==> config.mk <==
export PLATFORM = sky130hd
export DESIGN_NAME = ctm_core
export DESIGN_NICKNAME = d
export VERILOG_FILES = /design/src/ctm_clk_sel.v /design/src/ctm_core.v
export VERILOG_INCLUDE_DIRS = /design/src
export SDC_FILE = /design/constraint.sdc
export NUM_CORES = 1
export LEC_CHECK = 0
export CORE_MARGIN = 5
export CORE_UTILIZATION = 35
export DETAILED_ROUTE_END_ITERATION = 6
export DONT_BUFFER_PORTS = 1
export PLACE_DENSITY_LB_ADDON = 0.25
export SLEW_MARGIN = 20
export SYNTH_ARGS = -nofsm -noshare
export SYNTH_HDL_FRONTEND = slang
export SYNTH_SLANG_ARGS = --single-unit
==> constraint.sdc <==
create_clock -name sys_clk -period 5.92 [get_ports sys_clk]
set_clock_uncertainty 0.1 [all_clocks]
set_input_delay 0.888 -clock sys_clk [delete_from_list [all_inputs] [get_ports sys_clk]]
set_output_delay 0.888 -clock sys_clk [all_outputs]
set_load 0.01 [all_outputs]
==> src/ctm_defs.vh <==
`ifndef CTM_DEFS_VH
`define CTM_DEFS_VH
// Register byte addresses, one aligned 32-bit word each.
`define CTM_ADDR_CTL0      12'h000
`define CTM_ADDR_CTL1      12'h004
`define CTM_ADDR_CNT_LO    12'h008
`define CTM_ADDR_CNT_HI    12'h00c
`define CTM_ADDR_CMPA_LO   12'h010
`define CTM_ADDR_CMPA_HI   12'h014
`define CTM_ADDR_ROUTE_A   12'h018
`define CTM_ADDR_ROUTE_B   12'h01c
// Control register 0 fields.
`define CTM_C0_PAUSE       7
`define CTM_C0_CKSEL_HI    6
`define CTM_C0_CKSEL_LO    4
`define CTM_C0_ON          3
`define CTM_C0_PER_HI      2
`define CTM_C0_PER_LO      0
// Control register 1 fields.
`define CTM_C1_MODE_HI     7
`define CTM_C1_MODE_LO     6
`define CTM_C1_PINF_HI     5
`define CTM_C1_PINF_LO     4
`define CTM_C1_OC          3
`define CTM_C1_POL         2
`define CTM_C1_DPX         1
`define CTM_C1_CCLR        0
// Clock select codes.
`define CTM_CK_SYS_DIV4    3'h0
`define CTM_CK_SYS         3'h1
`define CTM_CK_H_DIV16     3'h2
`define CTM_CK_H_DIV64     3'h3
`define CTM_CK_TBC         3'h4
`define CTM_CK_RESERVED    3'h5
`define CTM_CK_EXT_RISE    3'h6
`define CTM_CK_EXT_FALL    3'h7
// Reset values, routing write masks and counter maximum.
`define CTM_RST_CTL        8'h00
`define CTM_RST_ROUTE_A    8'hb3
`define CTM_RST_ROUTE_B    8'h33
`define CTM_ROUTE_A_MASK   8'hf3
`define CTM_ROUTE_B_MASK   8'h33
`define CTM_CNT_MAX        10'h3ff
`endif

==> src/ctm_clk_sel.v <==
`timescale 1ns/10ps
`default_nettype none
`include "ctm_defs.vh"
// Turns the selected timer clock source into a one-cycle count enable.
module ctm_clk_sel (
   input  wire       sys_clk,
   input  wire       reset_n,
   input  wire [2:0] clk_sel,
   input  wire       fh_tick,
   input  wire       ftbc_tick,
   input  wire       ext_clk,
   output reg        tick_q
);
   reg  [1:0] sys_div_q;
   reg  [5:0] h_div_q;
   reg        ext_prev_q;
   reg        tick_d;

   always @(posedge sys_clk or negedge reset_n) begin
      if (!reset_n) begin
         sys_div_q  <= 2'h0;
         h_div_q    <= 6'h00;
         ext_prev_q <= 1'b0;
         tick_q     <= 1'b0;
      end else begin
         sys_div_q  <= sys_div_q + 2'h1;
         if (fh_tick) begin
            h_div_q <= h_div_q + 6'h01;
         end
         ext_prev_q <= ext_clk;
         tick_q     <= tick_d;
      end
   end

   always @* begin
      case (clk_sel)
         `CTM_CK_SYS_DIV4: tick_d = (sys_div_q == 2'h3);
         `CTM_CK_SYS:      tick_d = 1'b1;
         `CTM_CK_H_DIV16:  tick_d = fh_tick && (h_div_q[3:0] == 4'hf);
         `CTM_CK_H_DIV64:  tick_d = fh_tick && (h_div_q == 6'h3f);
         `CTM_CK_TBC:      tick_d = ftbc_tick;
         `CTM_CK_EXT_RISE: tick_d = ext_clk && !ext_prev_q;
         `CTM_CK_EXT_FALL: tick_d = !ext_clk && ext_prev_q;
         default:          tick_d = 1'b0;
      endcase
   end
endmodule // ctm_clk_sel
`default_nettype wire

==> src/ctm_core.v <==
// The address map and the APB register port were left to the implementer.
`timescale 1ns/10ps
`default_nettype none
`include "ctm_defs.vh"
//Contract
// A 10-bit up-counter advanced by a selectable internal or external clock.
// Period match compares three period bits with the counter's top three bits.
// Compare-A match compares all ten bits with the counter.
// Software only clears the counter, by taking the on bit from 0 to 1.
// Counter clears on overflow or selected compare match, raising an event; the code skips the compare-match clear in PWM mode.
// Three modes: compare-match output, timer/event counter, PWM output.
// Drives one or two output pins, same signal or its inverse.
// Six timer registers: counter pair, compare-A pair, two controls.
// Control field positions are fixed as laid out in the two control registers.
// Counter low byte gives bits 7..0, high byte bits 9..8 in 1..0.
// Compare-A bytes hold bits 7..0 and 9..8, read/write, reset zero.
// Unimplemented bits of routing, counter-high and compare-high read zero.
// Low bytes are reached only through one shared 8-bit holding buffer.
// Low write fills buffer; high write stores high and moves buffer to low.
// High read returns high directly and latches low byte into buffer.
// Software writes low then high, reads high then low.
// A routing bit at one connects the timer function to the shared pin.
// Clock select code 101 disconnects the clock; counter holds.
// External clock counts on rising or falling edge as selected.
// On and not paused, count up one per active edge, wrap after 1023.
module ctm_core (
   input  wire        sys_clk,
   input  wire        reset_n,
   input  wire        psel,
   input  wire        penable,
   input  wire        pwrite,
   input  wire [11:0] paddr,
   input  wire [31:0] pwdata,
   output reg  [31:0] prdata,
   output reg         pready,
   output reg         pslverr,
   input  wire        fh_tick,
   input  wire        ftbc_tick,
   input  wire        timer_ext_clock_pin,
   output reg         timer_output_pin_0,
   output reg         timer_output_pin_1,
   output reg  [7:0]  pin_route_ctl_a,
   output reg  [7:0]  pin_route_ctl_b,
   output reg         period_match_q,
   output reg         compare_a_match_q
);
   localparam MODE_CMP   = 2'h0;
   localparam MODE_CAP   = 2'h1;
   localparam MODE_PWM   = 2'h2;
   localparam MODE_TIMER = 2'h3;

   reg  [7:0] ctl0_q;
   reg  [7:0] ctl1_q;
   reg  [9:0] count_q;
   reg  [9:0] cmp_a_q;
   reg  [7:0] hold_buf_q;
   reg        on_prev_q;
   reg        out_q;
   wire       tick;
   wire       wr_en;
   wire       rd_en;
   wire [2:0] period_bits;
   wire [1:0] timer_mode_select;
   wire       p_hit;
   wire       a_hit;
   wire       clear_hit;
   reg        pwm_d;
   reg  [31:0] rdata_d;
   reg        err_d;

   // Byte lanes of a register word above bit 7 always read as zero.
   function [31:0] ctm_byte;
      input [7:0] b;
      begin
         ctm_byte = {24'h000000, b};
      end
   endfunction

   function ctm_mapped;
      input [11:0] a;
      begin
         ctm_mapped = (a[11:5] == 7'h00) && (a[1:0] == 2'h0);
      end
   endfunction

   assign period_bits       = ctl0_q[`CTM_C0_PER_HI:`CTM_C0_PER_LO];
   assign timer_mode_select = ctl1_q[`CTM_C1_MODE_HI:`CTM_C1_MODE_LO];
   assign wr_en = psel && penable && pwrite && ctm_mapped(paddr);
   assign rd_en = psel && penable && !pwrite && ctm_mapped(paddr);

   // Period zero matches whenever the top three counter bits are zero.
   assign p_hit = tick && (count_q[9:7] == period_bits);
   assign a_hit = tick && (count_q == cmp_a_q);
   assign clear_hit = ctl1_q[`CTM_C1_CCLR] ? a_hit : p_hit;

   ctm_clk_sel u_clk_sel (
      .sys_clk   (sys_clk),
      .reset_n   (reset_n),
      .clk_sel   (ctl0_q[`CTM_C0_CKSEL_HI:`CTM_C0_CKSEL_LO]),
      .fh_tick   (fh_tick),
      .ftbc_tick (ftbc_tick),
      .ext_clk   (timer_ext_clock_pin),
      .tick_q    (tick)
   );

   // Counter: cleared by the on bit's rising edge, else counts while running.
   always @(posedge sys_clk or negedge reset_n) begin
      if (!reset_n) begin
         count_q   <= 10'h000;
         on_prev_q <= 1'b0;
      end else begin
         on_prev_q <= ctl0_q[`CTM_C0_ON];
         if (ctl0_q[`CTM_C0_ON] && !on_prev_q) begin
            count_q <= 10'h000;
         end else if (ctl0_q[`CTM_C0_ON] && !ctl0_q[`CTM_C0_PAUSE] && tick) begin
            if (clear_hit && (timer_mode_select != MODE_PWM)) begin
               count_q <= 10'h000;
            end else if (count_q == `CTM_CNT_MAX) begin
               count_q <= 10'h000;
            end else begin
               count_q <= count_q + 10'h001;
            end
         end
      end
   end

   // PWM: period is the full 1024-count wrap, duty from compare A, polarity by control bit.
   always @* begin
      pwm_d = (count_q < cmp_a_q);
   end

   // Output stage; the mode encodings are kept simple since only the core is built.
   always @(posedge sys_clk or negedge reset_n) begin
      if (!reset_n) begin
         out_q              <= 1'b0;
         period_match_q     <= 1'b0;
         compare_a_match_q  <= 1'b0;
         timer_output_pin_0 <= 1'b0;
         timer_output_pin_1 <= 1'b0;
      end else begin
         period_match_q    <= ctl0_q[`CTM_C0_ON] && !ctl0_q[`CTM_C0_PAUSE] && p_hit;
         compare_a_match_q <= ctl0_q[`CTM_C0_ON] && !ctl0_q[`CTM_C0_PAUSE] && a_hit;
         if (!ctl0_q[`CTM_C0_ON]) begin
            out_q <= ctl1_q[`CTM_C1_OC];
         end else begin
            case (timer_mode_select)
               MODE_CMP: begin
                  if (a_hit && !ctl0_q[`CTM_C0_PAUSE]) begin
                     out_q <= ~out_q;
                  end
               end
               MODE_PWM: begin
                  out_q <= pwm_d ~^ ctl1_q[`CTM_C1_OC];
               end
               default: begin
                  out_q <= ctl1_q[`CTM_C1_OC];
               end
            endcase
         end
         // The second pin carries the same or inverted signal.
         timer_output_pin_0 <= (out_q ^ ctl1_q[`CTM_C1_POL]) & pin_route_ctl_a[0];
         timer_output_pin_1 <= (out_q ^ ctl1_q[`CTM_C1_POL] ^ ctl1_q[`CTM_C1_DPX]) & pin_route_ctl_a[1];
      end
   end

   // Register writes; the compare low byte is only reached via the buffer.
   always @(posedge sys_clk or negedge reset_n) begin
      if (!reset_n) begin
         ctl0_q          <= `CTM_RST_CTL;
         ctl1_q          <= `CTM_RST_CTL;
         cmp_a_q         <= 10'h000;
         hold_buf_q      <= 8'h00;
         pin_route_ctl_a <= `CTM_RST_ROUTE_A;
         pin_route_ctl_b <= `CTM_RST_ROUTE_B;
      end else begin
         if (wr_en) begin
            case (paddr)
               `CTM_ADDR_CTL0:    ctl0_q <= pwdata[7:0];
               `CTM_ADDR_CTL1:    ctl1_q <= pwdata[7:0];
               `CTM_ADDR_CMPA_LO: hold_buf_q <= pwdata[7:0];
               `CTM_ADDR_CMPA_HI: cmp_a_q <= {pwdata[1:0], hold_buf_q};
               `CTM_ADDR_ROUTE_A: pin_route_ctl_a <= pwdata[7:0] & `CTM_ROUTE_A_MASK;
               `CTM_ADDR_ROUTE_B: pin_route_ctl_b <= pwdata[7:0] & `CTM_ROUTE_B_MASK;
               default: begin
               end
            endcase
         end else if (rd_en) begin
            // Misordered accesses simply see whatever the shared buffer holds.
            case (paddr)
               `CTM_ADDR_CNT_HI:  hold_buf_q <= count_q[7:0];
               `CTM_ADDR_CMPA_HI: hold_buf_q <= cmp_a_q[7:0];
               default: begin
               end
            endcase
         end
      end
   end

   always @* begin
      err_d = 1'b0;
      case (paddr)
         `CTM_ADDR_CTL0:    rdata_d = ctm_byte(ctl0_q);
         `CTM_ADDR_CTL1:    rdata_d = ctm_byte(ctl1_q);
         `CTM_ADDR_CNT_LO:  rdata_d = ctm_byte(hold_buf_q);
         `CTM_ADDR_CNT_HI:  rdata_d = ctm_byte({6'h00, count_q[9:8]});
         `CTM_ADDR_CMPA_LO: rdata_d = ctm_byte(hold_buf_q);
         `CTM_ADDR_CMPA_HI: rdata_d = ctm_byte({6'h00, cmp_a_q[9:8]});
         `CTM_ADDR_ROUTE_A: rdata_d = ctm_byte(pin_route_ctl_a);
         `CTM_ADDR_ROUTE_B: rdata_d = ctm_byte(pin_route_ctl_b);
         default: begin
            rdata_d = 32'h00000000;
            err_d   = 1'b1;
         end
      endcase
   end

   // No wait state: pready rises in the second access cycle.
   always @(posedge sys_clk or negedge reset_n) begin
      if (!reset_n) begin
         pready  <= 1'b0;
         pslverr <= 1'b0;
         prdata  <= 32'h00000000;
      end else begin
         pready  <= psel && !penable;
         pslverr <= psel && !penable && err_d;
         prdata  <= (psel && !penable && !pwrite) ? rdata_d : 32'h00000000;
      end
   end
endmodule // ctm_core
`default_nettype wire

==> flow_metrics.env, run 1 <==
export IMPL_synth_cells=428
export IMPL_post_synth_top_count_cell="dfrtp_1"
export IMPL_ys_warn_count=0
export IMPL_grt_use_met1=0.198
export IMPL_synth_top_area_cell="dfrtp_1"
export IMPL_min_period_over_period=0.481
export IMPL_ir_worst_vdd_uv=123
export IMPL_cts_setup_buffers=0
export IMPL_start_kind="primary input"
export IMPL_dp_hpwl_mm=7.51
export IMPL_dieArea_um2=15100
export IMPL_syn_area_um2=4450
export IMPL_cts_num_sinks=80
export IMPL_synth_seq_cells=80
export IMPL_drc=0
export IMPL_synth_edff_count=0
export IMPL_cts_tree="built"
export IMPL_cp_max_fo=13
export IMPL_critical_path_arrival_ns=2.97
export IMPL_ys_async_sr_fraction=1.00
export IMPL_switching_share=0.238
export IMPL_synth_distinct_cells=57
export IMPL_rsz0062_at_grt="no"
export IMPL_pwr_share_clk=0.472
export IMPL_rows=41
export IMPL_min_period_ns=2.85
export IMPL_pwr_share_comb=0.047
export IMPL_timing_rr_start="count_q[3]"
export IMPL_p_sw_uw=292
export IMPL_cp_required_ns=6.04
export IMPL_syn_to_final_growth_pct=7.03
export IMPL_antenna_found_initial=0
export IMPL_worstSetupPathType="primary input to flop"
export IMPL_setup_violations=0
export IMPL_final_antenna_net_count=0
export IMPL_grt_pass1_vias=2944
export IMPL_die_y_um=123
export IMPL_r2r_cells=7
export IMPL_die_w_um=123
export IMPL_hold_viol_final=0
export IMPL_use_met3=0.0429
export IMPL_grt_total_usage=0.145
export IMPL_fillers=1248
export IMPL_htree_levels=3
export IMPL_clock_root_buffer="clkbuf_16"
export IMPL_end_kind="flop"
export IMPL_overflow=0
export IMPL_grt_max_degree=81
export IMPL_status="finished clean"
export IMPL_wl_mm=10.5
export IMPL_r2r_slack_ns=3.69
export IMPL_worst_slew_pin_slew_ns=1.05
export IMPL_core_area_um2=12500
export IMPL_initial_utilization=0.355
export IMPL_diodes=0
export IMPL_num_io_pins=106
export IMPL_power_leakage_nw=2.16
export IMPL_ys_top_cells_by_count="dfrtp_1 (71), nor2_1 (38), mux2_2 (37)"
export IMPL_cts_repair_resized=0
export IMPL_top_usage_layer="met2"
export IMPL_seqPwrFrac=0.482
export IMPL_insertion_delay_ns=0.34
export IMPL_drt_pre_antenna_iters=4
export IMPL_vias=3054
export IMPL_total_power_mw=1.23
export IMPL_r2r_end="count_q[0]"
export IMPL_cts_path_max_buffers=2
export IMPL_power_density_nw_per_um2=258
export IMPL_fmax_mhz=351
export IMPL_final_util=0.380
export IMPL_drv_slew=0
export IMPL_num_nets_final=489
export IMPL_internal_power_uw=935
export IMPL_viasPerCell=5.08
export IMPL_dominantRegCellSynth="dfrtp_1"
export IMPL_drt_iter0_markers=246
export IMPL_yosysTopAreaCellShare=0.399
export IMPL_grt_pass1_wl_mm=16.6
export IMPL_syn_avg_cell_area_um2=10.4
export IMPL_min_path_type="primary input to asynchronous set/reset pin"
export IMPL_cts_buffers=9
export IMPL_seq_area_frac_synth=0.452
export IMPL_cts_hold_buf=0
export IMPL_finalSetupTns_ns=0
export IMPL_routabilityCongestion=0.837
export IMPL_portBuffers=0
export IMPL_layout_drive_gt1_share=0.170
export IMPL_cap_viol_max_count=0
export IMPL_post_drt_wl_per_cell_um=17.5
export IMPL_use_met2=0.215
export IMPL_synth_area_leaders="dfrtp_1 (40%), mux2_2 (9.4%), dfstp_2 (5.3%)"
export IMPL_path_clk_slew_ns=0.07
export IMPL_relSlewSlack=0.294
==> cell families after synthesis <==
| logic type | Yosys count | share of synthesized area |
|---|---|---|
| buffers and inverters | 66 | 0.0914 |
| multiplexers | 48 | 0.124 |
| XOR/XNOR | 12 | 0.0236 |
| AND/OR/NAND/NOR | 139 | 0.166 |
| adder cells (fa/ha/maj) | 13 | 0.0366 |
| flip-flops | 80 | 0.452 |
| other | 1 | 0.000843 |
| AO/OA/AOI/OAI | 69 | 0.105 |
==> worst max-delay path: stages <==
cell,delay [ns]
nor4_2,0.31
and3_4,0.27
and4_4,0.37
nand4b_1,0.62
mux2_2,0.51
==> layer usage <==
layer	wire (um)	vias to the layer above
met4	222	0
met2	4710	98
met5	0	-
met1	4620	1481
met3	948	17
li1	-	1458
==> registers in the layout, indices dropped and copies added, names as in the netlist <==
| register | count |
|---|---|
| prdata | 8 |
| compare_a_match_q | 1 |
| u_clk_sel.tick_q | 1 |
| u_clk_sel.h_div_q | 6 |
| cmp_a_q | 10 |
| timer_output_pin_0 | 1 |
| u_clk_sel.sys_div_q | 2 |
| pin_route_ctl_b | 4 |
| u_clk_sel.ext_prev_q | 1 |
| timer_output_pin_1 | 1 |
| out_q | 1 |
| period_match_q | 1 |
| ctl1_q | 8 |
| pslverr | 1 |
| pin_route_ctl_a | 6 |
| count_q | 10 |
| on_prev_q | 1 |
| pready | 1 |
| hold_buf_q | 8 |
| ctl0_q | 8 |
==> worst max path at each step <==
stage	to	cells after the start	start
4_1_cts	cmp_a_q[2]	5	paddr[9]
3_3_place_gp	cmp_a_q[7]	5	paddr[9]
3_5_place_dp	cmp_a_q[2]	5	paddr[9]
2_1_floorplan	pin_route_ctl_a[6]	6	paddr[9]
6_report	cmp_a_q[2]	5	paddr[9]
5_1_grt	cmp_a_q[2]	5	paddr[9]
==> area by class of cell <==
class / instances / area (um^2) / area share
Clock buffer: 9 / 225 / 0.0473
Clock inverter: 7 / 83.8 / 0.0176
Inverter: 21 / 78.8 / 0.0166
Multi-Input combinational cell: 311 / 2140 / 0.449
Sequential cell: 80 / 2010 / 0.423
Tap cell: 172 / 215 / 0.0452
Timing Repair Buffer: 1 / 7.51 / 0.00158
==> power groups by stage <==
stage	Sequential (mW)	Combinational [mW]	Clock (mW)
2_1_floorplan	0.596	0.0737	0
3_3_place_gp	0.599	0.0542	0
3_5_place_dp	0.600	0.0582	0
4_1_cts	0.591	0.0577	0.593
5_1_grt	0.594	0.0649	0.617
6_report	0.591	0.0571	0.578
==> cells in the final DEF, fill, tap and decap left out, types with 4 or more instances in the layout <==
cell type and count:
a211oi_1 19, a21oi_1 11, a31oi_1 6, and2_1 4, and3_1 4, clkbuf_16 9, conb_1 30, dfrtp_1 71
dfstp_2 9, ha_1 13, inv_1 21, mux2_2 37, mux2i_1 9, nand2_1 29, nand2b_1 7, nand3_1 12
nand4_1 11, nor2_1 38, nor2b_1 10, nor3_1 4, o21ai_0 8, o31ai_1 8, xnor2_1 5, xor2_1 7
==> through the flow <==
| stage | cells | hold slack [ns] | area (um^2) | worst slack (ns) |
|---|---|---|---|---|
| 2_1_floorplan | 457 | 0.301 | 4560 | 3.48 |
| 3_3_place_gp | 585 | 0.312 | 4450 | 2.76 |
| 3_5_place_dp | 585 | 0.321 | 4450 | 2.70 |
| 4_1_cts | 601 | 0.123 | 4760 | 3.06 |
| 5_1_grt | 601 | 0.120 | 4760 | 2.95 |
| 6_report | 601 | 0.142 | 4760 | 3.07 |
Power figures use the tool's default switching activity.
==> run 2: changes to the inputs <==
- ABC_AREA: unset -> 1
- clock period: 5.92 -> 2.68 ns (I/O delays scaled with it)
==> run 2 against run 1 <==
  * Non-clock buffer count rose by 9
  * Worst setup slack got worse by 2.5 ns
  * Routed wire length grew 14%
  * Synthesized cell count is 40% higher
  * Cell count increased by 32%
  * Register-to-register slack lost 3.1 ns
  * Worst hold slack lost 0.11 ns
  * Combinational power rose to 3.0 times the previous value
  * Area after synthesis up 7.1%
  * Design area up 9.4%
  * Via count increased by 28%
  * First-iteration DRC count up 6.9%
  * Critical endpoint is now count_q[9]
  * Largest power group is now clock
==> flow_metrics.env, run 2 <==
export IMPL_status="finished clean"
export IMPL_ys_async_sr_fraction=1.00
export IMPL_path_buf_inv=0
export IMPL_post_synth_top_count_cell="nand2_1"
export IMPL_ys_top_cells_by_count="nand2_1 (160), dfrtp_1 (71), inv_1 (67)"
export IMPL_r2r_end="count_q[9]"
export IMPL_cp_max_fo=10
export IMPL_synthSimpleGateAreaFrac=0.307
export IMPL_final_util=0.392
export IMPL_num_nets_final=675
export IMPL_seq_area_frac_synth=0.423
export IMPL_start_kind="flop"
export IMPL_grt_pass1_wl_mm=19.7
export IMPL_final_cell_mix="nand2_1 (160), dfrtp_1 (71), inv_1 (67)"
export IMPL_rsz0062_at_grt="no"
export IMPL_synth_cells=600
export IMPL_drt_iter0_markers=263
export IMPL_max_stage_delay_ns=0.47
export IMPL_cap_viol_max_count=0
export IMPL_fmax_mhz=469
export IMPL_finalSetupTns_ns=0
export IMPL_diodes=0
export IMPL_cts_tree="built"
export IMPL_reg_top3="cmp_a_q (10), count_q (10)"
export IMPL_r2r_cells=8
export IMPL_critical_path_arrival_ns=2.25
export IMPL_dominantRegCellSynth="dfrtp_1"
export IMPL_synth_top_area_cell="dfrtp_1"
export IMPL_drt_pre_antenna_iters=5
export IMPL_worst_slew_pin_slew_ns=0.526
export IMPL_timing_rr_start="count_q[3]"
export IMPL_yosysTopAreaCellShare=0.373
export IMPL_synthAdderAreaFrac=0.0341
export IMPL_post_drt_wl_per_cell_um=15.1
export IMPL_end_kind="flop"
export IMPL_worstSetupPathType="flop to flop"
export IMPL_syn_to_final_growth_pct=9.35
export IMPL_synth_edff_count=0
export IMPL_cts_buffers=9
export IMPL_synth_distinct_cells=35
export IMPL_grt_max_degree=81
export IMPL_syn_area_um2=4760
export IMPL_die_w_um=127
export IMPL_synth_compound_area_frac=0.0906
export IMPL_cp_required_ns=2.80
export IMPL_portBuffers=0
export IMPL_cp_top_family="simple AND/OR/NAND/NOR gates"
export IMPL_syn_avg_cell_area_um2=7.94
export IMPL_num_io_pins=106
export IMPL_drc=0
export IMPL_synth_top_family_by_area="simple AND/OR/NAND/NOR gates"
export IMPL_insertion_delay_ns=0.34
export IMPL_cts_setup_buffers=0
export IMPL_rows=42
export IMPL_hp_start="penable"
export IMPL_core_area_um2=13300
export IMPL_htree_levels=3
export IMPL_dieArea_um2=16000
export IMPL_r2r_slack_ns=0.55
export IMPL_die_y_um=127
export IMPL_antenna_found_initial=0
export IMPL_grt_total_usage=0.152
export IMPL_hold_viol_final=0
export IMPL_power_density_nw_per_um2=539
export IMPL_drv_slew=0
export IMPL_ys_warn_count=0
export IMPL_min_to="pslverr"
export IMPL_viasPerCell=4.94
export IMPL_synth_seq_cells=80
export IMPL_layout_drive_gt1_share=0.140
export IMPL_synth_xor_xnor_area_share=0.0221
export IMPL_min_path_type="primary input to flop"
export IMPL_slowest_stage="dfrtp_1"
export IMPL_clock_root_buffer="clkbuf_16"
export IMPL_min_period_over_period=0.795
export IMPL_grt_pass1_vias=3798
export IMPL_initial_utilization=0.358
export IMPL_hold_depth=1
export IMPL_ir_worst_vdd_uv=350
export IMPL_vias=3911
export IMPL_synth_area_leaders="dfrtp_1 (37%), nand2_1 (13%), inv_1 (5.3%)"
export IMPL_final_antenna_net_count=0
export IMPL_setup_violations=0
export IMPL_power_leakage_nw=2.53
export IMPL_overflow=0
export IMPL_fillers=1331
export IMPL_cts_path_max_buffers=2
export IMPL_min_period_ns=2.13
export IMPL_dp_hpwl_mm=8.93
export IMPL_path_clk_slew_ns=0.06
export IMPL_final_common_cell="nand2_1"
export IMPL_yosys_mux_area_fraction=0.00236
export IMPL_routabilityCongestion=0.875
export IMPL_crit_chain="ha_1 > nand2_1 > nor2_1 > nand3_1 > nand2_1 > nand3_1 > nand3_1 > nand2_1"
export IMPL_cts_num_sinks=80
export IMPL_wl_mm=12.0
export IMPL_relSlewSlack=0.648
run 2: power breakdown:
group	switching, mW	internal, mW	leakage (nW)
Combinational	0.114	0.0595	1.33
Clock	0.509	0.823	0.157
Sequential	0.0440	1.26	1.04
Total	0.667	2.14	2.53
run 2: metal layers:
| metal | vias up | GRT usage | routed length (um) |
|---|---|---|---|
| met5 | - | 0 | 0 |
| met1 | 1874 | 0.204 | 5210 |
| li1 | 1905 | - | - |
| met3 | 19 | 0.0298 | 758 |
| met2 | 113 | 0.246 | 5760 |
| met4 | 0 | 0.0530 | 227 |
run 2: logic make-up (layout without fill, tap and decap cells):
family | Yosys count | in the layout
buffers and inverters | 111 | 97
AOI/OAI and AO/OA | 61 | 61
DFF | 80 | 80
adders and majority gates | 13 | 13
muxes | 1 | 1
other | 1 | 30
xor gates and xnor gates | 12 | 12
and+or+nand+nor | 321 | 321
run 2: how the worst max path moves through the flow:
stage                     from                 end  slack (ns)  depth (start not counted)
floorplan           count_q[9]          count_q[9]        0.94                          8
detailed placement    paddr[9]  pin_route_ctl_a[6]        0.44                          8
finish              count_q[3]          count_q[9]        0.55                          8
CTS                 count_q[3]          count_q[9]        0.54                          8
global route        count_q[3]          count_q[1]        0.35                          8
global placement      paddr[9]  pin_route_ctl_a[6]        0.47                          8
run 2: final cells by class:
| type | count | area (um^2) | share of cell area |
|---|---|---|---|
| Timing Repair Buffer | 10 | 100 | 0.0192 |
| Clock buffer | 10 | 229 | 0.0439 |
| Clock inverter | 6 | 91.3 | 0.0175 |
| Tap cell | 176 | 220 | 0.0423 |
| Inverter | 71 | 269 | 0.0516 |
| Sequential cell | 80 | 2010 | 0.386 |
| Multi-Input combinational cell | 438 | 2290 | 0.439 |
run 2: repair_timing:
item | 4_1_cts | 5_1_grt
hold buffers | 3 | 0
resized for setup | 0 | 0
hold endpoints to repair | 81 | 0
run 2: worst reg2reg max path: stages (launching register included):
cell and delay (ns):
dfrtp_1 0.47, ha_1 0.34, nand2_1 0.06, nor2_1 0.24, nand3_1 0.12, nand2_1 0.07
nand3_1 0.34, nand3_1 0.22, nand2_1 0.07
run 2: per-stage QoR:
step,std cells,area [um^2],power (mW),setup slack [ns],hold slack (ns)
global placement,772,4840,1.46,0.471,0.0100
floorplan,629,4870,1.47,0.945,0.00641
CTS,791,5210,2.84,0.544,0.0199
finish,791,5210,2.81,0.550,0.0325
detailed placement,772,4840,1.47,0.444,0.00965
global route,791,5210,2.92,0.347,0.0315
==> run 3: changes to the inputs <==
- ABC_AREA: 1 -> 0
- clock period: 2.68 -> 1.87 ns (I/O delays scaled with it)
==> run 3 against run 2 <==
  * The flow now finishes with violations (negative hold slack, negative setup slack)
  * Worst setup slack got worse by 0.65 ns
  * Maximum frequency rose by 8.2%
  * Critical path depth fell by 1
  * Combinational power rose by 27%
  * Register-to-register slack got worse by 0.65 ns
  * Routed wire length fell by 1.8%
  * Critical path type unchanged
  * Largest cell class unchanged
  * Largest power group is now registers
  * Highest routed layer unchanged
==> flow_metrics.env, run 3 (synthesized netlist as in run 1, its figures left out) <==
export IMPL_wl_met2_mm=5.60
export IMPL_critical_path_arrival_ns=2.10
export IMPL_overflow=0
export IMPL_violations="negative hold slack, negative setup slack"
export IMPL_path_clk_slew_ns=0.06
export IMPL_setup_violations=7
export IMPL_place_inst=623
export IMPL_min_period_over_period=1.05
export IMPL_portBuffers=0
export IMPL_dp_hpwl_mm=8.04
export IMPL_seqPwrFrac=0.473
export IMPL_status="finished with violations"
export IMPL_start_kind="flop"
export IMPL_post_drt_wl_per_cell_um=17.8
export IMPL_drt_iter0_markers=276
export IMPL_grt_max_degree=81
export IMPL_routabilityCongestion=0.804
export IMPL_insertion_delay_ns=0.34
export IMPL_slowest_stage="dfrtp_1"
export IMPL_min_period_ns=1.97
export IMPL_drc=0
export IMPL_highest_layer="met4"
export IMPL_switching_share=0.239
export IMPL_cts_tree="built"
export IMPL_end_kind="flop"
export IMPL_grt_total_usage=0.163
export IMPL_cts_buffers=9
export IMPL_cp_max_fo=4
export IMPL_core_area_um2=12500
export IMPL_syn_to_final_growth_pct=22.2
export IMPL_final_util=0.435
export IMPL_vias=3308
export IMPL_total_power_mw=3.95
export IMPL_cp_top_family="compound AO/OA/AOI/OAI gates"
export IMPL_m1WireLength_mm=5.20
export IMPL_dieArea_um2=15100
export IMPL_die_y_um=123
export IMPL_viasPerCell=5.00
export IMPL_wl_mm=11.7
export IMPL_htree_levels=3
export IMPL_grt_pass1_vias=3373
export IMPL_final_antenna_net_count=0
export IMPL_final_cell_mix="dfrtp_1 (68), buf_4 (47), nor2_1 (37), mux2_2 (37), conb_1 (30)"
export IMPL_power_density_nw_per_um2=726
export IMPL_pwr_share_clk=0.471
export IMPL_rows=41
export IMPL_hold_viol_final=80
export IMPL_final_common_cell="dfrtp_1"
export IMPL_fmax_mhz=508
export IMPL_die_w_um=123
export IMPL_cts_path_max_buffers=2
export IMPL_num_nets_final=549
export IMPL_num_io_pins=106
export IMPL_layout_drive_gt1_share=0.311
export IMPL_internal_power_mw=3.01
export IMPL_cap_viol_max_count=0
export IMPL_instances_no_fill=661
export IMPL_setup_ws_ns=-0.0985
export IMPL_cts_hold_buf=12
export IMPL_power_leakage_nw=2.47
export IMPL_max_stage_delay_ns=0.41
export IMPL_pwr_share_comb=0.056
export IMPL_crit_chain="ha_4 > nand4_1 > nor3b_2 > a221oi_2 > buf_4 > a31o_4 > a22o_1"
export IMPL_drv_slew=0
export IMPL_clock_root_buffer="clkbuf_16"
export IMPL_worstSetupPathType="flop to flop"
export IMPL_reg_top3="cmp_a_q (10), count_q (10)"
export IMPL_hold_worst_slack_ns=-0.471
export IMPL_diodes=0
export IMPL_cts_num_sinks=80
export IMPL_initial_utilization=0.355
export IMPL_p_sw_uw=942
export IMPL_dp_slack_ns=-0.148
export IMPL_rsz0062_at_grt="yes"
export IMPL_path_buf_inv=1
export IMPL_ir_worst_vdd_uv=475
export IMPL_min_path_type="primary input to asynchronous set/reset pin"
export IMPL_drt_pre_antenna_iters=4
export IMPL_grt_pass1_wl_mm=18.6
export IMPL_antenna_found_initial=0
export IMPL_wl_met3_um=762
export IMPL_cp_required_ns=2.00
## run 3: worst reg2reg max path, cell delays in order (launching register included)
cell and delay (ns):
dfrtp_1 0.41, ha_4 0.28, nand4_1 0.15, nor3b_2 0.23, a221oi_2 0.11, buf_4 0.18
a31o_4 0.22, a22o_1 0.18
## run 3: stage by stage
step	hold WS (ns)	setup TNS [ns]	cell area, um^2
after floorplan	-0.115	0	4560
after global placement	-0.111	-2.91	4740
after detailed placement	-0.111	-3.50	4740
after CTS	-0.481	-0.257	5370
after global routing	-0.478	-1.51	5440
final	-0.471	-0.251	5440
## run 3: worst paths after layout
path                                         from  depth (start not counted)                endpoint  slack [ns]
setup / recovery                       count_q[5]                          7              count_q[3]        -0.1
hold / removal                            reset_n                          0              count_q[9]       -0.47
setup reg to reg                       count_q[5]                          7              count_q[3]        -0.1
hold reg to reg            u_clk_sel.sys_div_q[0]                          1  u_clk_sel.sys_div_q[0]        0.34
max in group asynchronous                 reset_n                          0      pin_route_ctl_b[4]        1.91
min in group sys_clk                     paddr[3]                          2               prdata[4]        0.01
## run 3: layout make-up
type / count / area, um^2
fill: 1212 / 7080
multi-input combinational: 311 / 2320
sequential: 80 / 2020
timing repair buffer: 61 / 495
clock buffer: 10 / 239
tap: 172 / 215
inverter: 21 / 78.8
clock inverter: 6 / 73.8
## run 3: power groups by stage
stage	clock, mW	sequential, mW	combinational, mW
detailed placement	0	1.90	0.188
global route	1.95	1.88	0.259
floorplan	0	1.89	0.234
finish	1.86	1.87	0.221
global placement	0	1.89	0.177
CTS	1.89	1.87	0.222
## run 3: repair_timing
item                                    in CTS  in global routing
setup buffers                               11                  1
resized for setup                           22                 18
endpoints found under the setup margin      11                 13
endpoints found under the hold margin      116                 80
pin swaps                                   14                  8
## run 3: per-layer routing
metal | up-vias | track usage
met2 | 99 | 0.259
met5 | - | 0
met3 | 10 | 0.0355
met4 | 0 | 0.0525
li1 | 1585 | -
met1 | 1614 | 0.220
